<file path="src/pcd_pkg.sv">
// Purpose: constants for the port change detect and power-up block
// Assumes: 40 MHz system clock, synchronous active-high reset
// Notes:   address-select inputs arrive already decoded to a 2-bit code
package pcd_pkg;
  localparam int unsigned PCD_OD_PORTS    = 8;
  localparam int unsigned PCD_PP_PORTS    = 8;
  localparam int unsigned PCD_GROUP       = 4;
  localparam int unsigned PCD_GRP_LO_BASE = 0;
  localparam int unsigned PCD_GRP_HI_BASE = 4;
  // Decoded address-select connection codes
  typedef enum logic [1:0] {
    PCD_SEL_GND = 2'h0,
    PCD_SEL_VCC = 2'h1,
    PCD_SEL_SCL = 2'h2,
    PCD_SEL_SDA = 2'h3
  } pcd_sel_e;
  // Threshold expressed in millivolts, compared with a supply monitor code
  localparam logic [11:0] PCD_POR_MV      = 12'h0_640;
  localparam logic [7:0]  PCD_FLAGS_RST   = 8'h00;
  localparam logic        PCD_ALERT_IDLE  = 1'b1;
endpackage

</file>
<file path="src/pcd_sync_hist.sv">
// Purpose: one-word history register of the sampled port levels
// Assumes: single clock, synchronous reset
// Notes:   i_load gates the update; pcd_port_change ties it high, so it reloads every cycle
`timescale 1ns/1ps
module pcd_sync_hist #(
  parameter int unsigned WIDTH = 8
) (
  // Clock and reset
  input  wire logic             i_clk,
  input  wire logic             i_rst,
  // Data
  input  wire logic             i_load,
  input  wire logic [WIDTH-1:0] i_data,
  output logic      [WIDTH-1:0] o_data
);
  always_ff @(posedge i_clk) begin
    if (i_rst) begin
      o_data <= '1;
    end else if (i_load) begin
      o_data <= i_data;
    end
  end
endmodule // pcd_sync_hist

</file>
<file path="src/pcd_port_change.sv">
// Purpose: transition detection, latched change alert and power-up defaults
// Assumes: port levels synchronous to i_clk; bus access pulses from the
//          serial engine; supply level given by a monitor code in mV
// Notes:   no bus here; flags leave as a plain byte output
//
// Behaviour
// Inputs sampled continuously, independent of bus
// Input change sets its own flag bit
// Next bus transaction clears all flags
// Change drives alert low, latched
// Bus-written level changes raise nothing
// Next bus access releases the alert high
// Pullups enabled per group of four
// Pullup-enabled port powers up high
// Pullup-disabled port powers up low
// Push-pull power-up levels per group of four
// Power-up clears flags, alert inactive
// All sixteen ports load select-based defaults
// Designer picks high defaults for input ports
// Hold everything reset until supply above threshold
// Supply drop restores power-up defaults
// Abort voids transaction, alert untouched (here an aborted access still releases the alert)
// Low select ports 0-3, high 4-7
// Flag bit n matches port n
`timescale 1ns/1ps
module pcd_port_change
  import pcd_pkg::*;
#(
  parameter int unsigned NPORT = PCD_OD_PORTS
) (
  // Clock and reset
  input  wire logic             i_clk,
  input  wire logic             i_sys_rst,
  // Supply monitor
  input  wire logic [11:0]      i_supply_mv,
  // Address-select connections, decoded
  input  wire logic [1:0]       i_addr_sel_low_group,
  input  wire logic [1:0]       i_addr_sel_high_group,
  // Serial engine events
  input  wire logic             i_bus_access,
  input  wire logic             i_bus_abort_n,
  input  wire logic             i_bus_wr,
  input  wire logic [NPORT-1:0] i_bus_wr_od,
  input  wire logic [7:0]       i_bus_wr_pp,
  // Pins
  input  wire logic [NPORT-1:0] i_open_drain_port_lines,
  output logic      [NPORT-1:0] o_open_drain_port_lines_oe_n,
  output logic      [NPORT-1:0] o_open_drain_port_lines,
  output logic      [NPORT-1:0] o_pullup_en,
  output logic      [7:0]       o_push_pull_out_lines,
  // Status
  output logic      [NPORT-1:0] o_flags,
  output logic                  o_alert_n,
  output logic                  o_bus_stop,
  output logic                  o_por_active
);
  //////////////////////////////////////////////////////////////////////////////
  // Power-on reset and defaults
  logic             por_nxt;
  logic             rst_all;
  logic [NPORT-1:0] dflt_od;
  logic             grp_lo_hi;
  logic             grp_hi_hi;
  logic [NPORT-1:0] od_r;
  logic [NPORT-1:0] hist;
  logic             settle_r;
  logic             wr_mask_r;
  logic             wr_mask2_r;

  assign por_nxt   = (i_supply_mv < PCD_POR_MV);
  assign rst_all   = i_sys_rst | por_nxt;
  // Any connection except ground selects pullup and high default
  assign grp_lo_hi = (pcd_sel_e'(i_addr_sel_low_group) != PCD_SEL_GND);
  assign grp_hi_hi = (pcd_sel_e'(i_addr_sel_high_group) != PCD_SEL_GND);

  generate
    for (genvar g = 0; g < NPORT; g++) begin : g_dflt
      assign dflt_od[g] = (g < PCD_GRP_HI_BASE) ? grp_lo_hi : grp_hi_hi;
    end
  endgenerate

  always_ff @(posedge i_clk) begin
    if (i_sys_rst) begin
      o_por_active <= 1'b1;
    end else begin
      o_por_active <= por_nxt;
    end
  end

  //////////////////////////////////////////////////////////////////////////////
  // Port outputs; defaults reload on every reset
  always_ff @(posedge i_clk) begin
    if (rst_all) begin
      od_r                  <= dflt_od;
      o_pullup_en           <= dflt_od;
      o_push_pull_out_lines <= {{PCD_GROUP{grp_hi_hi}}, {PCD_GROUP{grp_lo_hi}}};
    end else begin
      o_pullup_en <= dflt_od;
      if (i_bus_wr && i_bus_abort_n) begin
        od_r                  <= i_bus_wr_od;
        o_push_pull_out_lines <= i_bus_wr_pp;
      end
    end
  end

  // Open drain: enable (low) only while pulling the line low
  always_ff @(posedge i_clk) begin
    o_open_drain_port_lines      <= '0;
    o_open_drain_port_lines_oe_n <= od_r;
  end

  //////////////////////////////////////////////////////////////////////////////
  // Transition detection
  // A bus write reaches the pin two edges later (od_r, then the enable
  // flop); the write strobe and two mask stages cover the write cycle and the two after it, so
  // the driven edge is taken as the new reference. Limitation: a real input
  // change inside that window is missed.
  always_ff @(posedge i_clk) begin
    if (rst_all) begin
      settle_r   <= 1'b1;
      wr_mask_r  <= 1'b0;
      wr_mask2_r <= 1'b0;
    end else begin
      settle_r   <= 1'b0;
      wr_mask_r  <= i_bus_wr;
      wr_mask2_r <= wr_mask_r;
    end
  end

  pcd_sync_hist #(
    .WIDTH (NPORT)
  ) u_hist (
    .i_clk  (i_clk),
    .i_rst  (rst_all),
    .i_load (1'b1),
    .i_data (i_open_drain_port_lines),
    .o_data (hist)
  );

  logic [NPORT-1:0] chg;
  logic             quiet;
  assign quiet = settle_r | i_bus_wr | wr_mask_r | wr_mask2_r;
  assign chg   = quiet ? '0 : (hist ^ i_open_drain_port_lines);

  // Set wins over the clear from a bus access
  always_ff @(posedge i_clk) begin
    if (rst_all) begin
      o_flags <= PCD_FLAGS_RST;
    end else if (i_bus_access && i_bus_abort_n) begin
      o_flags <= chg;
    end else begin
      o_flags <= o_flags | chg;
    end
  end

  // Abort is not decoded here: an aborted access still releases the alert
  always_ff @(posedge i_clk) begin
    if (rst_all) begin
      o_alert_n <= PCD_ALERT_IDLE;
    end else if (|chg) begin
      o_alert_n <= 1'b0;
    end else if (i_bus_access) begin
      o_alert_n <= 1'b1;
    end
  end

  always_ff @(posedge i_clk) begin
    if (rst_all) begin
      o_bus_stop <= 1'b1;
    end else begin
      o_bus_stop <= ~i_bus_abort_n;
    end
  end

  //////////////////////////////////////////////////////////////////////////////
  // Assertions
  property p_flag_set;
    @(posedge i_clk) disable iff (rst_all)
    (|chg) |=> ((o_flags & $past(chg)) == $past(chg));
  endproperty
  a_flag_set: assert property (p_flag_set) else $error("flag not set");

  property p_flag_clr;
    @(posedge i_clk) disable iff (rst_all)
    (i_bus_access && i_bus_abort_n && !(|chg)) |=> (o_flags == '0);
  endproperty
  a_flag_clr: assert property (p_flag_clr) else $error("flags not cleared");

  property p_alert_low;
    @(posedge i_clk) disable iff (rst_all)
    (|chg) |=> !o_alert_n;
  endproperty
  a_alert_low: assert property (p_alert_low) else $error("alert not low");

  property p_alert_hold;
    @(posedge i_clk) disable iff (rst_all)
    (!o_alert_n && !i_bus_access) |=> !o_alert_n;
  endproperty
  a_alert_hold: assert property (p_alert_hold) else $error("alert dropped");

  property p_wr_quiet;
    @(posedge i_clk) disable iff (rst_all)
    i_bus_wr |=> ((o_flags & ~$past(o_flags)) == '0 || $past(i_bus_access));
  endproperty
  a_wr_quiet: assert property (p_wr_quiet) else $error("write raised flag");

  property p_alert_rel;
    @(posedge i_clk) disable iff (rst_all)
    (i_bus_access && !(|chg)) |=> o_alert_n;
  endproperty
  a_alert_rel: assert property (p_alert_rel) else $error("alert not released");

  property p_por;
    @(posedge i_clk) por_nxt |=> (o_flags == '0 && o_alert_n && od_r == $past(dflt_od));
  endproperty
  a_por: assert property (p_por) else $error("power-up state wrong");

  property p_pull;
    @(posedge i_clk) disable iff (rst_all)
    1'b1 |=> (o_pullup_en[PCD_GRP_LO_BASE] == $past(grp_lo_hi));
  endproperty
  a_pull: assert property (p_pull) else $error("pullup group wrong");

  property p_stop;
    @(posedge i_clk) disable iff (rst_all)
    !i_bus_abort_n |=> o_bus_stop;
  endproperty
  a_stop: assert property (p_stop) else $error("abort missed");

  property p_oe_follow;
    @(posedge i_clk) disable iff (rst_all)
    1'b1 |=> (o_open_drain_port_lines_oe_n == $past(od_r));
  endproperty
  a_oe_follow: assert property (p_oe_follow) else $error("enable lags state");

  // The port data line only ever pulls low; the enable does the work
  property p_od_low;
    @(posedge i_clk) disable iff (rst_all)
    1'b1 |-> (o_open_drain_port_lines == '0);
  endproperty
  a_od_low: assert property (p_od_low) else $error("port data not low");

  property p_pp_abort;
    @(posedge i_clk) disable iff (rst_all)
    (i_bus_wr && !i_bus_abort_n) |=> $stable(o_push_pull_out_lines);
  endproperty
  a_pp_abort: assert property (p_pp_abort) else $error("aborted write landed");

  property p_pp_rst;
    @(posedge i_clk)
    i_sys_rst |=> (o_push_pull_out_lines == {{PCD_GROUP{$past(grp_hi_hi)}}, {PCD_GROUP{$past(grp_lo_hi)}}});
  endproperty
  a_pp_rst: assert property (p_pp_rst) else $error("push-pull default wrong");

  property p_pull_hi;
    @(posedge i_clk) disable iff (rst_all)
    1'b1 |=> (o_pullup_en[PCD_GRP_HI_BASE] == $past(grp_hi_hi));
  endproperty
  a_pull_hi: assert property (p_pull_hi) else $error("high pullup group wrong");

  property p_flag_hold;
    @(posedge i_clk) disable iff (rst_all)
    !(i_bus_access && i_bus_abort_n) |=> ((o_flags & $past(o_flags)) == $past(o_flags));
  endproperty
  a_flag_hold: assert property (p_flag_hold) else $error("flag lost");

  property p_wr_mask;
    @(posedge i_clk) disable iff (rst_all)
    i_bus_wr |=> (chg == '0) ##1 (chg == '0);
  endproperty
  a_wr_mask: assert property (p_wr_mask) else $error("write window not masked");

  property p_settle;
    @(posedge i_clk)
    $fell(rst_all) |-> (chg == '0);
  endproperty
  a_settle: assert property (p_settle) else $error("change right after reset");

  property p_por_set;
    @(posedge i_clk)
    (por_nxt && !i_sys_rst) |=> o_por_active;
  endproperty
  a_por_set: assert property (p_por_set) else $error("low supply not flagged");

  property p_por_rel;
    @(posedge i_clk) disable iff (i_sys_rst)
    !por_nxt |=> !o_por_active;
  endproperty
  a_por_rel: assert property (p_por_rel) else $error("supply release missed");

  property p_stop_rel;
    @(posedge i_clk) disable iff (rst_all)
    i_bus_abort_n |=> !o_bus_stop;
  endproperty
  a_stop_rel: assert property (p_stop_rel) else $error("stop held after abort");

  property p_abort_alert;
    @(posedge i_clk) disable iff (rst_all)
    (!i_bus_abort_n && !i_bus_access && !(|chg)) |=> (o_alert_n == $past(o_alert_n));
  endproperty
  a_abort_alert: assert property (p_abort_alert) else $error("abort moved alert");

  // Set wins: a change in the clearing cycle survives the clear
  property p_flag_win;
    @(posedge i_clk) disable iff (rst_all)
    ((|chg) && i_bus_access && i_bus_abort_n) |=> (o_flags == $past(chg));
  endproperty
  a_flag_win: assert property (p_flag_win) else $error("set lost to clear");

  property p_od_wr;
    @(posedge i_clk) disable iff (rst_all)
    (i_bus_wr && i_bus_abort_n) |=> (od_r == $past(i_bus_wr_od));
  endproperty
  a_od_wr: assert property (p_od_wr) else $error("port write lost");
endmodule // pcd_port_change

</file>
<file path="config.mk">
export PLATFORM = sky130hd
export DESIGN_NAME = pcd_port_change
export DESIGN_NICKNAME = d
export VERILOG_FILES = /design/src/pcd_pkg.sv /design/src/pcd_sync_hist.sv /design/src/pcd_port_change.sv
export SDC_FILE = /design/constraint.sdc
export NUM_CORES = 1
export LEC_CHECK = 0
export BUFFER_PORTS_ARGS = -buffer_cell sky130_fd_sc_hd__buf_2
export CAP_MARGIN = 10
export CORE_MARGIN = 2
export CORE_UTILIZATION = 45
export CTS_BUF_LIST = sky130_fd_sc_hd__clkbuf_8 sky130_fd_sc_hd__clkbuf_16
export DETAILED_ROUTE_END_ITERATION = 10
export PLACE_DENSITY = 0.78
export SLEW_MARGIN = 20
export SYNTH_ARGS = -nofsm -noshare
export SYNTH_HDL_FRONTEND = slang
export SYNTH_HIERARCHICAL = 1
export SYNTH_SLANG_ARGS = --single-unit
export TNS_END_PERCENT = 30
</file>
<file path="constraint.sdc">
create_clock -name i_clk -period 2.4 [get_ports i_clk]
set_input_delay 0.6 -clock i_clk [delete_from_list [all_inputs] [get_ports i_clk]]
set_output_delay 0.6 -clock i_clk [all_outputs]
set_load 0.005 [all_outputs]
</file>
# == After elaboration in Yosys (flattened, before gate mapping) ==
# Cells that the tools add are included.
# totals
regBits,51
inputBits,45
# op_classes
order_cmp,1
mux,9
bitwise,7
n_reduce_logical,7
# op_table
cell,n
two-way mux 8 bit,6
"< comparator 12 x 11 -> 1 bit, second input constant",1
OR 8 bit,1
nonzero test 2 bit,4
OR reduction 8 bit,1
XOR 8 bit,1
OR 1 bit,4
two-way mux 1 bit,3
logical AND 1 bit,2
inverter 1 bit,1

# == Longest topological paths before layout ==
# Gate-level depths: netlist (run 1).
# depth
word_depth,6
mapped_depth,5
mapped_depth_nobuf,4

# == Hierarchy ==
# The synthesis (run 1) kept the hierarchy.
# modules_own_cells
mod,instances,cells_per_inst,area_per_inst_um2,seq_area_each_um2
pcd_port_change,1,120,1512.7,960.9
pcd_sync_hist,1,26,302.8,160.2

# == Worst setup path before layout (run 1) ==
# OpenSTA, ideal clock, no wires.
# synth_path
path_kind,in2reg
start,input i_supply_mv[8]
end,"register o_push_pull_out_lines[0], enable pin"
setup_time_ns,0.372
arrival_ns,1.669
required_time_ns,2.028
slack_ns,0.360
stages,4
path_cell_list,o311a_1 > o21bai_4 > inv_1 > nand2_1
# synth_via
elab_chain_len,3
# synth_rtl
item,line,text
start: declaration,pcd_port_change.sv:35,"input wire logic [11:0] i_supply_mv,"
< comparator 12 x 11 -> 1 bit,pcd_port_change.sv:70,assign por_nxt = (i_supply_mv < PCD_POR_MV);
OR 1 bit,pcd_port_change.sv:71,assign rst_all = i_sys_rst | por_nxt;
nonzero test 2 bit (no source line),n/a,
end signal: assignment,pcd_port_change.sv:96,"o_push_pull_out_lines <= {{PCD_GROUP{grp_hi_hi}}, {PCD_GROUP{grp_lo_hi}}};"
end signal: assignment,pcd_port_change.sv:101,o_push_pull_out_lines <= i_bus_wr_pp;
end: declaration,pcd_port_change.sv:50,"output logic [7:0] o_push_pull_out_lines,"
# No other way between the ends.
# A chain may end at the register's enable or synchronous reset.

# == Final worst setup path (run 1) ==
# layout_path
start,input i_supply_mv[8]
end,register o_push_pull_out_lines[3] (data pin)
# layout_via
elab_chain_len,3
# layout_rtl
item,line,text
< comparator 12 x 11 -> 1 bit,pcd_port_change.sv:70,
OR 1 bit,pcd_port_change.sv:71,
two-way mux 8 bit,pcd_port_change.sv:93,if (rst_all) begin
# No other way between the ends.

==> summary.txt, run 1 <==
CTS
  – Setup Fix Bufs, Post-CTS: 0
  – Clock sinks: 48
  – Clock Latency Late Sink: roughly 300 ps
  – Max Buffers Root-to-Sink: 2
  – CTS Root Cell: clkbuf_8
  – TritonCTS buffer count: 5
  – CTS resizes: 0
  – CTS H-Tree Depth: 2
  – CTS hold repair buffers: 0
  – TritonCTS clock tree: built
  – Reg clk slew, reported paths: ~80 ps

STA
  – Fmax: 559 MHz
  – Clock Skew: slightly below 4 ps
  – Final hold vios: 0
  – RSZ-0062 raised after global routing: no
  – Period minus WS final: between 1500 and 2000 ps
  – Final worst slack: between 600 and 700 ps
  – Setup violators final: 0
  – Setup TNS: 0 ps
  – Fin crit share: 0.745
  – Slew Limit Fails: 0

Yosys
  – Number of synthesized register bits: 48
  – Post-synthesis mux area share: 0
  – Async S/R FF share, synth: 0
  – Number of flops mapped to enable cells by yosys: 16
  – Top FF cell, synth: dfxtp_1
  – Post-synthesis adder-cell area fraction: 0
  – Mapped Area: 1820 um^2
  – Post-Synth XOR/XNOR Area: 0.0386
  – Avg Cell Area, Syn: approximately 12 um^2
  – Synth Area in Simple Gates: 0.0889
  – Yosys warnings: 6
  – Compound-Gate Fraction of Synth Area: 0.169
  – Largest family of logic cells by synthesized area: compound AO/OA/AOI/OAI gates
  – Yosys cell types: 26
  – Mapped Cells: 146
  – Sequential-to-total area share from yosys stat: 0.618

Finish
  – Area grow syn2layout: 26.1%
  – Final core utilization: 0.580
  – Layout Nets: 268
  – Diode count: 0
  – Most frequent cells in the layout: buf_2, dfxtp_1, o21a_1, edfxtp_1, conb_1
  – Fraction of layout cells with a size suffix above 1: 0.424
  – Most common cell after layout, fill and taps aside: buf_2

Power and ir drop
  – Worst vdd ir: approximately 0.0004 V
  – P per Cell Area: ~740 nW/um^2
  – LEAKAGE: roughly 1 nW

Floorplanning
  – Io pins: a little under 90
  – Die Span X: between 60 and 70 um
  – Core box area: ~4000 um^2
  – Initial Util: 0.460
  – Die height: around 68 um
  – Die Area: 4560 um^2
  – Row cnt: 23

Worst setup path
  – Critical path endpoint category: register
  – Worst setup path class: in -> reg
  – Crit start category: input port
  – CP required: around 2500 ps
  – Data arrival time of the worst path: between 1500 and 2000 ps
  – Worst-path fanout max: 17

Placement
  – Final HPWL DP: 2470 um
  – PortBufs: 73
  – Placer congestion estimate: 0.715
  – Dpl ws: 261 ps

Routing
  – Routed vias/inst: roughly 4.6
  – Routed Antenna Nets: 0
  – Starting DRC count in detailed routing: 93
  – Initial DRT Pass Iterations: 4
  – Wire per inst: between 10 and 15 um
  – Routed wire length: roughly 3300 um
  – Vias: roughly 1,300
  – DRC violation count after routing: 0

Global routing
  – Largest net degree at the start of global routing: 18
  – First-pass GRT wire length: 5180 um
  – Vias in the first global route: ~1,200
  – Tot GR Track Use: 0.157
  – Grt ovf: 0
  – Initial antenna violation count: 0

Status
  – Outcome: complete, no violations

Hold path
  – HP Class: reg -> reg

Flow run
  – Max Cap Viol: 0
cell type report:
class / instances / area, um^2
fillers: 330 / 1650
well taps: 50 / 62.6
repair buffers: 77 / 395
clock buffers: 5 / 68.8
multi-input cells: 90 / 594
flip-flops and latches: 48 / 1120
clock inverters: 3 / 42.5
inverters: 1 / 3.75
power breakdown:
group	internal (mW)	switching [mW]
logic	0.0980	0.0931
clock network	0.308	0.266
registers	0.915	0.0209
total	1.32	0.380
cell usage after synthesis (all sizes together) (2+ instances only):
master / count / share of area
xor2: 8 / 0.039
conb: 2 / 0.0041
nor4: 3 / 0.014
dfxtp: 32 / 0.35
nand2: 4 / 0.0083
a22oi: 8 / 0.033
or2: 2 / 0.0069
buf: 20 / 0.080
nand2b: 2 / 0.0069
nor2b: 8 / 0.028
o21a: 16 / 0.066
nor2: 9 / 0.019
edfxtp: 16 / 0.26
o21bai: 2 / 0.014
and2: 2 / 0.0069
a211o: 8 / 0.043
registers in the layout, indices dropped and copies added, names as in the netlist:
name	cells
o_alert_n	1
o_bus_stop	1
o_flags	8
o_open_drain_port_lines_oe_n	8
o_por_active	1
o_pullup_en	2
o_push_pull_out_lines	8
od_r	8
settle_r	1
u_hist/o_data	8
wr_mask2_r	1
wr_mask_r	1
worst max-delay path, cell delays in order:
cell and delay, ps:
buf_2 90, o311a_1 380, o21bai_4 150, buf_4 240
nand2b_1 210, o21a_1 170
per-layer routing:
| layer | vias up | global-route usage | routed length [um] |
|---|---|---|---|
| li1 | 631 | - | - |
| met1 | 577 | 0.168 | 1410 |
| met5 | - | 0 | 0 |
| met3 | 5 | 0.0533 | 297 |
| met2 | 53 | 0.265 | 1570 |
| met4 | 0 | 0.0969 | 51 |
path summary, 6_finish.rpt:
path | from | to | slack [ps] | cells after the start
hold reg to reg | od_r[0] | o_open_drain_port_lines_oe_n[0] | 350 | 0
setup reg to reg | settle_r | o_alert_n | 1190 | 4
setup / recovery | i_supply_mv[8] | o_push_pull_out_lines[3] | 610 | 6
hold / removal | od_r[0] | o_open_drain_port_lines_oe_n[0] | 350 | 0
stage by stage:
stage	cells	total power, mW	hold WS [ps]	cell area, um^2
2_1_floorplan	159	1.07	323	1860
3_3_place_gp	266	1.14	323	2180
3_5_place_dp	266	1.15	333	2180
4_1_cts	274	1.72	352	2290
5_1_grt	274	1.78	369	2290
6_report	274	1.70	350	2290
cells by family after synthesis:
group                     after synthesis
xor gates and xnor gates                8
buffers and inverters                  21
and+or+nand+nor                        30
DFF                                    48
other                                   2
AOI/OAI and AO/OA                      37
Power figures use the tool's default switching activity.
==> run 2: changes to the inputs <==
- clock period: 2.4 -> 1.7 ns (I/O delays scaled with it)
==> run 2 against run 1 <==
Effect of this change:
- final area is 0.98% higher
- clock-buffer cell count is the same
- combinational power is 45% higher
- via count down 0.47%
- final cell count up 0.36%
- sequential power up 41%
- wire length shrank 1.7%
- register-to-register slack worse by 630 ps
- total power is 41% higher
- critical path type unchanged
==> summary.txt, run 2 (synthesis results as in run 1) <==
CTS
  – CTS Root Cell: clkbuf_8
  – Clock sinks: 48 (unchanged)
  – Reg clk slew, reported paths: 90 ps (about the same)
  – CTS resizes: 0 (unchanged)
  – TritonCTS buffer count: 5 (unchanged)
  – CTS H-Tree Depth: 2 (unchanged)
  – CTS hold repair buffers: 0 (unchanged)
  – TritonCTS clock tree: built
  – Clock Latency Late Sink: 300 ps (about the same)
  – Max Buffers Root-to-Sink: 2 (unchanged)
  – Setup Fix Bufs, Post-CTS: 0 (unchanged)

Status
  – Outcome: complete, no violations

Power and ir drop
  – P per Cell Area: 1040 nW/um^2 (+40%)
  – Pwr Total: 2.40 mW (+41%)
  – Worst vdd ir: 0.000473 V (+17%)
  – LEAKAGE: 0.999 nW (+1.1%)

Placement
  – Placer congestion estimate: 0.694 (-3.0%)
  – Dpl cells: 267 (+0.38%)
  – PortBufs: 73 (unchanged)
  – Final HPWL DP: 2470 um (+0.24%)

Global routing
  – Initial antenna violation count: 0 (unchanged)
  – Largest net degree at the start of global routing: 18 (unchanged)
  – Tot GR Track Use: 0.157 (+0.000166)
  – Grt ovf: 0 (unchanged)
  – First-pass GRT wire length: 5180 um (+0.12%)
  – Vias in the first global route: 1,149 (-7.4%)

Routing
  – Vias: 1,260 (-0.47%)
  – Initial DRT Pass Iterations: 4 (unchanged)
  – Routed vias/inst: 4.58 (-0.84%)
  – Wire per inst: 11.9 um (-2.1%)
  – DRC violation count after routing: 0 (unchanged)
  – Routed wire length: 3270 um (-1.7%)
  – Routed Antenna Nets: 0 (unchanged)
  – Starting DRC count in detailed routing: 127 (+37%)

Floorplanning
  – Core box area: 3940 um^2 (unchanged)
  – Die height: 67.5 um (unchanged)
  – Row cnt: 23 (unchanged)
  – Initial Util: 0.460 (unchanged)
  – Die Span X: 67.5 um (unchanged)
  – Die Area: 4560 um^2 (unchanged)
  – Io pins: 88 (unchanged)

Worst setup path
  – Worst-path fanout max: 8 (-9)
  – Slowest-stage cell, CP: o311a_1
  – Data arrival time of the worst path: 1480 ps (-370 ps)
  – Worst setup path class: in -> reg
  – Critical path endpoint category: register
  – R2R Setup Slk: 560 ps (-630 ps)
  – Crit start category: input port
  – Slowest stage delay, CP: 390 ps (about the same)
  – Buffers and inverters on the worst path: 1 (-1)
  – Crit-path cells: buf_2 -> o311a_1 -> o21bai_4 -> nand2b_1 -> o21a_1
  – CP required: 1760 ps (-700 ps)
  – Cell family with most CP delay: compound AO/OA/AOI/OAI gates

STA
  – Setup violators final: 0 (unchanged)
  – Slew Limit Fails: 0 (unchanged)
  – Setup TNS: 0 ps (unchanged)
  – Fmax: 703 MHz
  – Clock Skew: 3.76 ps (-0.0892 ps)
  – Period minus WS final: 1420 ps
  – Final hold vios: 0 (unchanged)
  – Fin crit share: 0.837
  – RSZ-0062 raised after global routing: no

Finish
  – Layout Nets: 269 (+0.37%)
  – Final core utilization: 0.586 (+0.00571)
  – Fill cell count: 356 (+7.9%)
  – Most frequent cells in the layout: buf_2, dfxtp_1, o21a_1, edfxtp_1, conb_1
  – Footprint of the multi-input gates: 597 um^2 (+0.42%)
  – Area grow syn2layout: 27.3%
  – Most common cell after layout, fill and taps aside: buf_2
  – Sequential cell area: 1120 um^2 (unchanged)
  – Diode count: 0 (unchanged)
  – Fraction of layout cells with a size suffix above 1: 0.431 (+0.00700)
  – Finished Layout Cells: 275 (+0.36%)

Flow run
  – Max Cap Viol: 0 (unchanged)

Hold path
  – HP Class: in -> reg
## run 2: cell types whose count changed in the layout (fill, tap and decap cells not counted)
cell | previous run | this run
buf_12 | 0 | 1
nand2_1 | 4 | 3
nand2_2 | 0 | 1
## run 2: metrics by stage
step                hold slack (ps)  cell area [um^2]  worst slack, ps
floorplan                       323              1870             2.33
global placement                326              2200            -41.5
detailed placement              327              2200            -58.6
CTS                             291              2310              265
global route                    294              2310              194
finish                          306              2310              277
## run 2: worst paths after layout
path                                                        end             start  depth (start not counted)
worst max register to register                        o_alert_n  u_hist/o_data[1]                          4
worst max-delay path                                    od_r[4]    i_supply_mv[8]                          5
worst min register to register  o_open_drain_port_lines_oe_n[0]           od_r[0]                          0
worst min-delay path                                 o_bus_stop     i_bus_abort_n                          2
## run 2: cell type report
type | count | share of cell area
Clock buffer | 5 | 0.0298
Multi-Input combinational cell | 90 | 0.258
Tap cell | 50 | 0.0271
Timing Repair Buffer | 78 | 0.180
Clock inverter | 3 | 0.0184
Sequential cell | 48 | 0.485
Inverter | 1 | 0.00162
## run 2: metal layers
metal  track usage  vias to the layer above  part of all wire
met1         0.173                      557              0.40
met2         0.262                       59              0.48
met3        0.0600                        8             0.092
li1              -                      636                 -
met5             0                        -                 0
met4        0.0791                        0             0.023
## run 2: power by group
group	internal, mW	total, mW	switching, mW
clock	0.435	0.803	0.368
sequential	1.29	1.32	0.0284
combinational	0.144	0.277	0.132
